--- config.mk ---
export PLATFORM = sky130hd
export DESIGN_NAME = sbs_ctrl_port
export DESIGN_NICKNAME = d
export VERILOG_FILES = /design/src/rtl/sbs_pkg.sv /design/src/rtl/sbs_strap_sync.sv /design/src/rtl/sbs_ctrl_port.sv
export SDC_FILE = /design/constraint.sdc
export NUM_CORES = 1
export LEC_CHECK = 0
export BUFFER_PORTS_ARGS = -buffer_cell sky130_fd_sc_hd__buf_2
export CORE_MARGIN = 10
export CORE_UTILIZATION = 44
export CTS_CLUSTER_SIZE = 40
export DETAILED_ROUTE_END_ITERATION = 10
export PLACE_DENSITY = 0.72
export SETUP_SLACK_MARGIN = 0.02
export SLEW_MARGIN = 10
export SYNTH_ARGS = -nofsm -noshare
export SYNTH_HDL_FRONTEND = slang
export SYNTH_SLANG_ARGS = --single-unit
--- constraint.sdc ---
create_clock -name mclk -period 1.3 [get_ports mclk]
set_clock_uncertainty 0.05 [all_clocks]
set_input_delay 0.065 -clock mclk [delete_from_list [all_inputs] [get_ports mclk]]
set_output_delay 0.065 -clock mclk [all_outputs]
set_load 0.02 [all_outputs]
--- src/rtl/sbs_pkg.sv ---
// package for the burst sram control port: widths, reset values, codes
// assumes one rising-edge clock that samples every synchronous input
//
// Overview of operation
// - address captured only when a strobe is low and all enables active
// - capture loads the two low address bits into the burst counter
// - lane-select writes happen only when the lane qualifier is sampled low
// - all-lanes write low writes every lane, ignoring selects and qualifier, except on a cpu-strobe load
// - inputs sampled on rising edge; counter steps when advance is low
// - enable one is active low; cpu strobe ignored while it is high
// - enable two is active high and joins the other enables
// - enables sampled only on cycles that load an external address
// - both strobes low: cpu strobe acts, controller strobe ignored
// - advance low during a burst steps to next burst address each edge
// - order strap low gives linear bursts, high gives interleaved
// - output enable masked on first read clock after deselect
package sbs_pkg;
    localparam int SBS_ADDR_W = 18;
    localparam int SBS_LANES = 4;
    localparam logic [1:0] SBS_CNT_RST = 2'h0;
    localparam logic [1:0] SBS_CNT_STEP = 2'h1;
    localparam logic [SBS_LANES-1:0] SBS_LANES_ALL = 4'hF;
    localparam logic [SBS_LANES-1:0] SBS_LANES_NONE = 4'h0;
    localparam logic SBS_ORDER_LINEAR = 1'b0;

    typedef enum logic [1:0]
    {
        SBS_ST_DESEL = 2'b00,
        SBS_ST_READ = 2'b01,
        SBS_ST_WRITE = 2'b10
    } sbs_state_e;

    typedef struct packed
    {
        logic cpu_addr_strobe_n;
        logic ctrl_addr_strobe_n;
        logic burst_advance_n;
        logic chip_en1_n;
        logic chip_en2;
        logic chip_en3_n;
    } sbs_ctl_s;

    typedef struct packed
    {
        logic all_lanes_write_n;
        logic lane_write_qualify_n;
        logic lane_d_write_sel_n;
        logic lane_c_write_sel_n;
        logic lane_b_write_sel_n;
        logic lane_a_write_sel_n;
    } sbs_wr_s;
endpackage

--- src/rtl/sbs_strap_sync.sv ---
// three-stage synchroniser for the static burst-order strap
// assumes the strap is steady in operation; reset value is interleaved
`timescale 1ns/1ps
`default_nettype none
module sbs_strap_sync
    import sbs_pkg::*;
(
    // clock and reset
    input wire logic mclk,
    input wire logic rstn,
    // strap in and filtered out
    input wire logic strap_in,
    output logic strap_out
);
    logic s1_reg;
    logic s2_reg;
    logic s3_reg;

    always_ff @(posedge mclk or negedge rstn)
    begin
        if (!rstn)
        begin
            s1_reg <= 1'b1;
            s2_reg <= 1'b1;
            s3_reg <= 1'b1;
            strap_out <= 1'b1;
        end
        else
        begin
            s1_reg <= strap_in;
            s2_reg <= s1_reg;
            s3_reg <= s2_reg;
            if (s2_reg == s3_reg)
            begin
                strap_out <= s3_reg;
            end
        end
    end
endmodule
`default_nettype wire

--- src/rtl/sbs_ctrl_port.sv ---
// control-input port of a pipelined synchronous burst sram
// assumes the far controller drives all synchronous inputs on mclk
`timescale 1ns/1ps
`default_nettype none
module sbs_ctrl_port
    import sbs_pkg::*;
(
    // clock and reset
    input wire logic mclk,
    input wire logic rstn,
    // address and control inputs
    input wire logic [SBS_ADDR_W-1:0] addr_in,
    input wire sbs_ctl_s ctl_in,
    input wire sbs_wr_s wr_in,
    input wire logic burst_order_strap,
    // array side outputs
    output logic [SBS_ADDR_W-1:0] array_addr,
    output logic [SBS_LANES-1:0] lane_write_en,
    output logic selected,
    output logic oe_mask
);
    //--------------------------------------------------
    // strobe qualification
    //--------------------------------------------------
    logic order_linear;
    logic cpu_load;
    logic ctrl_load;
    logic load;
    logic enables_ok;
    logic [SBS_ADDR_W-1:0] base_reg;
    logic [1:0] cnt_reg;
    logic [1:0] cnt_next;
    sbs_state_e state_reg;
    sbs_state_e state_next;
    logic [SBS_LANES-1:0] sel_lanes;
    logic [SBS_LANES-1:0] wr_next;
    logic order_strap_sync;

    sbs_strap_sync u_sbs_strap_sync
    (
        .mclk(mclk),
        .rstn(rstn),
        .strap_in(burst_order_strap),
        .strap_out(order_strap_sync)
    );
    assign order_linear = (order_strap_sync == SBS_ORDER_LINEAR);

    assign enables_ok = !ctl_in.chip_en1_n && ctl_in.chip_en2 && !ctl_in.chip_en3_n;
    assign cpu_load = !ctl_in.cpu_addr_strobe_n && !ctl_in.chip_en1_n;
    assign ctrl_load = !ctl_in.ctrl_addr_strobe_n && ctl_in.cpu_addr_strobe_n;
    assign load = cpu_load || ctrl_load;

    //--------------------------------------------------
    // address register and burst counter
    //--------------------------------------------------
    always_ff @(posedge mclk or negedge rstn)
    begin
        if (!rstn)
        begin
            base_reg <= '0;
        end
        else if (load && enables_ok)
        begin
            base_reg <= addr_in;
        end
    end

    always_comb
    begin
        cnt_next = cnt_reg;
        if (load && enables_ok)
        begin
            cnt_next = addr_in[1:0];
        end
        else if (!load && !ctl_in.burst_advance_n && state_reg != SBS_ST_DESEL)
        begin
            cnt_next = cnt_reg + SBS_CNT_STEP;
        end
    end

    always_ff @(posedge mclk or negedge rstn)
    begin
        if (!rstn)
        begin
            cnt_reg <= SBS_CNT_RST;
        end
        else
        begin
            cnt_reg <= cnt_next;
        end
    end

    // linear adds the count, interleaved xors it into the start bits
    always_ff @(posedge mclk or negedge rstn)
    begin
        if (!rstn)
        begin
            array_addr <= '0;
        end
        else if (order_linear)
        begin
            array_addr <= {(load && enables_ok) ? addr_in[SBS_ADDR_W-1:2]
                           : base_reg[SBS_ADDR_W-1:2], cnt_next};
        end
        else
        begin
            array_addr <= {(load && enables_ok) ? addr_in[SBS_ADDR_W-1:2]
                           : base_reg[SBS_ADDR_W-1:2],
                           ((load && enables_ok) ? addr_in[1:0] : base_reg[1:0])
                           ^ (cnt_next - ((load && enables_ok) ? addr_in[1:0]
                           : base_reg[1:0]))};
        end
    end

    //--------------------------------------------------
    // select state and output-enable mask
    //--------------------------------------------------
    always_comb
    begin
        state_next = state_reg;
        if (load)
        begin
            if (!enables_ok)
            begin
                state_next = SBS_ST_DESEL;
            end
            else if (ctrl_load && (!wr_in.all_lanes_write_n || !wr_in.lane_write_qualify_n))
            begin
                state_next = SBS_ST_WRITE;
            end
            else
            begin
                state_next = SBS_ST_READ;
            end
        end
        else if (state_reg != SBS_ST_DESEL)
        begin
            state_next = (!wr_in.all_lanes_write_n || !wr_in.lane_write_qualify_n)
                         ? SBS_ST_WRITE : SBS_ST_READ;
        end
    end

    always_ff @(posedge mclk or negedge rstn)
    begin
        if (!rstn)
        begin
            state_reg <= SBS_ST_DESEL;
        end
        else
        begin
            state_reg <= state_next;
        end
    end

    always_ff @(posedge mclk or negedge rstn)
    begin
        if (!rstn)
        begin
            oe_mask <= 1'b1;
        end
        else
        begin
            oe_mask <= (state_reg == SBS_ST_DESEL) && (state_next != SBS_ST_WRITE);
        end
    end

    assign selected = (state_reg != SBS_ST_DESEL);

    //--------------------------------------------------
    // lane write qualification
    //--------------------------------------------------
    generate
        for (genvar i = 0; i < SBS_LANES; i++)
        begin : g_lane
            assign sel_lanes[i] = !wr_in[i] && !wr_in.lane_write_qualify_n;
        end
    endgenerate

    always_comb
    begin
        wr_next = SBS_LANES_NONE;
        if (state_next == SBS_ST_WRITE)
        begin
            if (!wr_in.all_lanes_write_n)
            begin
                wr_next = SBS_LANES_ALL;
            end
            else
            begin
                wr_next = sel_lanes;
            end
        end
    end

    always_ff @(posedge mclk or negedge rstn)
    begin
        if (!rstn)
        begin
            lane_write_en <= SBS_LANES_NONE;
        end
        else
        begin
            lane_write_en <= wr_next;
        end
    end

    //--------------------------------------------------
    // checks
    //--------------------------------------------------
    AST_NO_LOAD_WHEN_DESEL: assert property (@(posedge mclk) disable iff (!rstn)
        (load && !enables_ok) |=> (state_reg == SBS_ST_DESEL))
        else $error("deselect not taken");
    AST_LOAD_COUNTER: assert property (@(posedge mclk) disable iff (!rstn)
        (load && enables_ok) |=> (cnt_reg == $past(addr_in[1:0])))
        else $error("counter not loaded");
    AST_GLOBAL_WRITE: assert property (@(posedge mclk) disable iff (!rstn)
        (state_next == SBS_ST_WRITE && !wr_in.all_lanes_write_n)
        |=> (lane_write_en == SBS_LANES_ALL))
        else $error("global write missed lanes");
    AST_QUALIFY: assert property (@(posedge mclk) disable iff (!rstn)
        (wr_in.all_lanes_write_n && wr_in.lane_write_qualify_n)
        |=> (lane_write_en == SBS_LANES_NONE))
        else $error("unqualified lane write");
    AST_ADVANCE: assert property (@(posedge mclk) disable iff (!rstn)
        (!load && !ctl_in.burst_advance_n && selected)
        |=> (cnt_reg == $past(cnt_reg) + SBS_CNT_STEP))
        else $error("burst did not advance");
    AST_HOLD: assert property (@(posedge mclk) disable iff (!rstn)
        (!load && ctl_in.burst_advance_n) |=> $stable(cnt_reg))
        else $error("burst address moved");
    AST_CPU_IGNORED: assert property (@(posedge mclk) disable iff (!rstn)
        (ctl_in.chip_en1_n && ctl_in.ctrl_addr_strobe_n) |-> !load)
        else $error("cpu strobe not ignored");
    AST_PRIORITY: assert property (@(posedge mclk) disable iff (!rstn)
        (!ctl_in.cpu_addr_strobe_n && !ctl_in.ctrl_addr_strobe_n) |-> !ctrl_load)
        else $error("controller strobe acted");
    AST_OE_MASK: assert property (@(posedge mclk) disable iff (!rstn)
        (!selected && state_next == SBS_ST_READ) |=> oe_mask ##1 1'b1)
        else $error("output enable not masked");
endmodule
`default_nettype wire

=== Word-level counts from Yosys, hierarchy flattened ===
Cells that the tools add are included.

* Input port bits: 33
* Bits in registers: 49
* Word-level logic and storage cells: 57

* Equal/unequal tests: 3
* Reduce and logical (&&, ||, !) cells: 29
* $add $sub $neg: 2
* Bitwise gates (word level): 1
* Mux-type cells: 12

{| class="wikitable"
|+ Operators by type and width
! cell !! count
|-
| 2-bit 2-to-1 mux || 9
|-
| 16-bit 2-to-1 mux || 1
|-
| 1-bit logical AND || 13
|-
| 1-bit logical NOT || 12
|-
| 4-bit 2-to-1 mux || 2
|-
| 2-bit by 1-bit adder with 2-bit output, second input constant || 1
|-
| 2-bit == test, second input constant || 1
|-
| 2-bit logical NOT || 1
|-
| 1-bit logical OR || 2
|-
| 2-bit inequality test, second input constant || 1
|-
| 2-bit nonzero test || 1
|-
| 2-bit subtractor || 1
|-
| 2-bit XOR || 1
|-
| 1-bit == test || 1
|}

=== Depth between registers and ports, before layout ===
* Depth after elaboration: 11
* Gate-level depth with buffers: 6

=== By module ===
Synthesis repeated with hierarchy kept, for this count alone.

* Cells, all modules: 156
* Area total of the unflattened synthesis: 1766.7 sq um

{| class="wikitable"
|+ Modules (own cells, without submodules)
! module !! sequential area each (sq um) !! times used !! cells an instance !! area each (sq um)
|-
| sbs_ctrl_port || 1102.3 || 1 || 151 || 1650.3
|-
| sbs_strap_sync || 105.1 || 1 || 5 || 116.4
|}

=== Least setup slack after synthesis ===
OpenSTA, ideal clock, no wires.

* Path type: register to register
* Start point: register state_reg[0]
* End point: register array_addr[1]
* Cell stages (with the launch flop): 5
* Arrival: 1123 ps
* Path slack: 36 ps
* Cell sequence: dfrtp_1 -> o21ba_2 -> a211oi_1 -> nor3_1 -> o31ai_2

* Word-level cells in the longest chain between the ends: 7

{| class="wikitable"
|+ Ends and longest elaborated chain
! element !! line !! RTL
|-
| from (decl) || sbs_ctrl_port.sv:33 || <nowiki>sbs_state_e state_reg;</nowiki>
|-
| from (signal assigned) || sbs_ctrl_port.sv:151 || <nowiki>state_reg <= state_next;</nowiki>
|-
| 2-bit nonzero test (*) || sbs_ctrl_port.sv:75 || <nowiki>else if (!load && !ctl_in.burst_advance_n && state_reg != SBS_ST_DESEL)</nowiki>
|-
| 1-bit logical AND (*) || sbs_ctrl_port.sv:75 ||
|-
| 2-bit 2-to-1 mux (*) || sbs_ctrl_port.sv:75 ||
|-
| 2-bit 2-to-1 mux (*) || sbs_ctrl_port.sv:71 || <nowiki>if (load && enables_ok)</nowiki>
|-
| 2-bit subtractor || sbs_ctrl_port.sv:110 || <nowiki>^ (cnt_next - ((load && enables_ok) ? addr_in[1:0]</nowiki>
|-
| 2-bit XOR || sbs_ctrl_port.sv:110 ||
|-
| 2-bit 2-to-1 mux (*) || sbs_ctrl_port.sv:100 || <nowiki>else if (order_linear)</nowiki>
|-
| to (signal assigned) || sbs_ctrl_port.sv:102 || <nowiki>array_addr <= {(load && enables_ok) ? addr_in[SBS_ADDR_W-1:2]</nowiki>
|-
| to (signal assigned) || sbs_ctrl_port.sv:107 || <nowiki>array_addr <= {(load && enables_ok) ? addr_in[SBS_ADDR_W-1:2]</nowiki>
|-
| to (decl) || sbs_ctrl_port.sv:17 || <nowiki>output logic [SBS_ADDR_W-1:0] array_addr,</nowiki>
|}

Mark *: on every way between the ends. The rest lies on a longest branch, timed or not.
A chain may end at the register's enable or synchronous reset.

=== Worst setup path in the final report ===
* Start point: register state_reg[0]
* End point: output selected

* Word-level cells in the longest chain between the ends: 1

{| class="wikitable"
|+ Ends and longest elaborated chain
! element !! line !! RTL
|-
| 2-bit nonzero test || sbs_ctrl_port.sv:167 || <nowiki>assign selected = (state_reg != SBS_ST_DESEL);</nowiki>
|-
| to (decl) || sbs_ctrl_port.sv:19 || <nowiki>output logic selected,</nowiki>
|}

No other way between the ends.

==> reports/summary.txt <==
Synth Area in Adders: 0.567%
flop-to-flop setup slack: 20 ps
# nets final: 275
pwr dens: 1440 nW/um2
Max-slew headroom: 70.7%
initial antenna violation count: 0
first-pass GRT wire length: 6360 um
dpl cells: 262
max-slew violation count: 0
gr busiest metal: met2
Starting Density: 46.8%
Hold Path End: oe_mask
xor/xnor share of the synthesized area: 0.992%
IO Port Bufs: 56
Total Power: 3.56 mW
TritonCTS buffer count: 5
DRC: 0
Core ar.: 3770 um2
post-DP HPWL: 2770 um
most common cell in the synthesized netlist: nand2_1
post-synthesis compound-gate area fraction: 6.38%
Area Overhead vs Synth: 40.0%
post-CTS setup buffer count: 0
die width: 83.3 um
fillcell total: 293
CP Cell Sequence: or2_2 > buf_4
Clock Latency Late Sink: 290 ps
largest area contributor in the netlist: dfrtp_1
met2 Use GR: 17.9%
post-route minimum period: 1290 ps
DIE AREA: 6950 um2
ratio of cells with drive above 1 in the final layout: 37.0%
kind of cell adding the most delay to the critical path: flip-flops
Overall Global Routing Usage: 11.0%
# IOs: 57
CP arrival: 1170 ps
Area contributors post-synth: dfrtp_1 61%, nand2_1 13%, dfstp_2 7.4%, nand2_2 2.8%, o21ai_0 2.0%
largest family of logic cells by synthesized area: simple AND/OR/NAND/NOR gates
period utilisation layout: 99.2%
Critical Path RT: 1190 ps
Final Hold Fails: 0
Buf+Inv Stages, Crit Path: 1
leakage power total: 1.34 nW
#FFs+latches synth: 48
reg2reg start: u_sbs_strap_sync.strap_out
CP Max Fanout: 4
Post-DRT Antenna Nets: 0
Util after Layout: 65.5%
maximum buffer depth of the clock tree: 2
CP Capture Type: output port
Worst Setup Start Kind: flip-flop
top cells by instance count after synthesis: 63 x nand2_1, 43 x dfrtp_1, 8 x nand2_2
met1 Use GR: 12.7%
largest net degree at the start of global routing: 26
status: completed
Die H: 83.3 um
Yosys warnings: 0
Via-to-Cell Ratio: 4.53
Setup CP Type: reg2out
Max-cap violations: 0
Root Buffer Master: clkbuf_8
slowest stage delay, CP: 380 ps
Gate Count Post-Synth: 156
Worst VDD drop: 0.000791 V
M3 GR Usage: 2.83%
async set-reset flop share out of synthesis: 100%
Mapped Area: 1770 um2
synth unique cells: 26
1st-pass router iterations: 4
Clock Sink Count: 48
Stages on worst setup path: 2
mux contribution to synthesized area: 0.850%
HP Start: wr_in[4]
worst hold path stage count: 3
Starting DRT DRC Count: 43
grt total ovfl: 0
DRT Wirelength: 3750 um
FF-to-FF path depth: 4
vias in the first global route: 1,380
Seq/Total Area, Yosys: 68.4%
CTS tree: built
# diodes: 0
Finished Layout Cells: 291
reg-to-reg critical path endpoint: array_addr[1]
top cell type's share of synthesized area: 60.9%
DR vias: 1,317
Fmax: 776 MHz
max reg flops: 18
setup violators final: 0
final hold slack: 20.1 ps
row count: 22
H-tree depth: 2
EDFF count, synth: 0
Syn Nets: 189
Clock transition at path regs: 80 ps
Hold Path Class: in2reg
wire per inst: 12.9 um
Post-Synth Simple-Gate Area: 20.7%
RSZ-0062 raised after global routing: yes
Worst Max-Slew Pin Slew: 439 ps
Syn Area/Cell: 11.3 um2
gpl congestion: 0.738
Post-synth top flop: dfrtp_1
slowest stage cell, crit path: dfrtp_1
==> layout make-up <==
class	count	area, um2	area share (%)
Sequential cell	48	1210	48.9
Clock buffer	8	100	4.05
Multi-Input combinational cell	104	528	21.4
Timing Repair Buffer	83	576	23.3
Tap cell	48	60.1	2.43
==> per-layer routing <==
metal	vias up	share of wire (%)
met5	-	0
met4	0	2.4
met3	6	6.4
met2	38	48
met1	604	43
li1	669	-
==> where the power goes <==
group	internal [mW]	leakage, nW	total, mW	switching [mW]
clock	0.485	0.0515	0.941	0.456
combinational	0.316	0.691	0.764	0.447
sequential	1.76	0.596	1.85	0.0951
==> layout by cell type, fill, tap and decap left out, types with 2 or more instances in the layout <==
cell            n
nand2_1        63
and2_1          5
o21ai_0         7
clkbuf_8        7
buf_12          3
nand2_2         8
buf_4           4
a21o_1          2
dfrtp_1        43
dlygate4sd3_1  21
buf_2          55
a21oi_1         2
xor2_1          2
dfstp_2         5
==> cell families (layout without fill, tap and decap cells) <==
family	Yosys count	count (layout)
muxes	1	1
xor gates and xnor gates	2	2
and+or+nand+nor	83	83
buffers and inverters	4	91
AOI/OAI and AO/OA	17	17
adders and majority gates	1	1
DFF	48	48
==> worst register-to-register path, delay by kind of cell (launching register included) <==
family,cells,cell delay (ps)
flops,1,530
compound gates,2,340
simple gates,2,280
==> per-stage QoR <==
stage / setup slack [ps] / TNS (ps) / cell area (um2)
2_1_floorplan: 35.5 / 0 / 1770
3_3_place_gp: 5.44 / 0 / 2150
3_5_place_dp: -40.0 / -40.0 / 2150
4_1_cts: -7.01 / -13.1 / 2470
5_1_grt: -48.1 / -72.6 / 2470
6_report: 10.7 / 0 / 2470
==> worst max path at each step <==
stage | end | start
2_1_floorplan | array_addr[1] | state_reg[0]
3_3_place_gp | array_addr[1] | state_reg[0]
3_5_place_dp | array_addr[1] | state_reg[0]
4_1_cts | array_addr[1] | state_reg[0]
5_1_grt | array_addr[1] | state_reg[0]
6_report | selected | state_reg[0]
==> what timing repair did <==
action | 4_1_cts | 5_1_grt
gates resized for setup | 2 | 1
hold endpoints to repair | 55 | 0
setup endpoints to repair | 2 | 2
hold buffers | 21 | 0
pin swaps | 0 | 1
(Power assumes the default switching activity.)
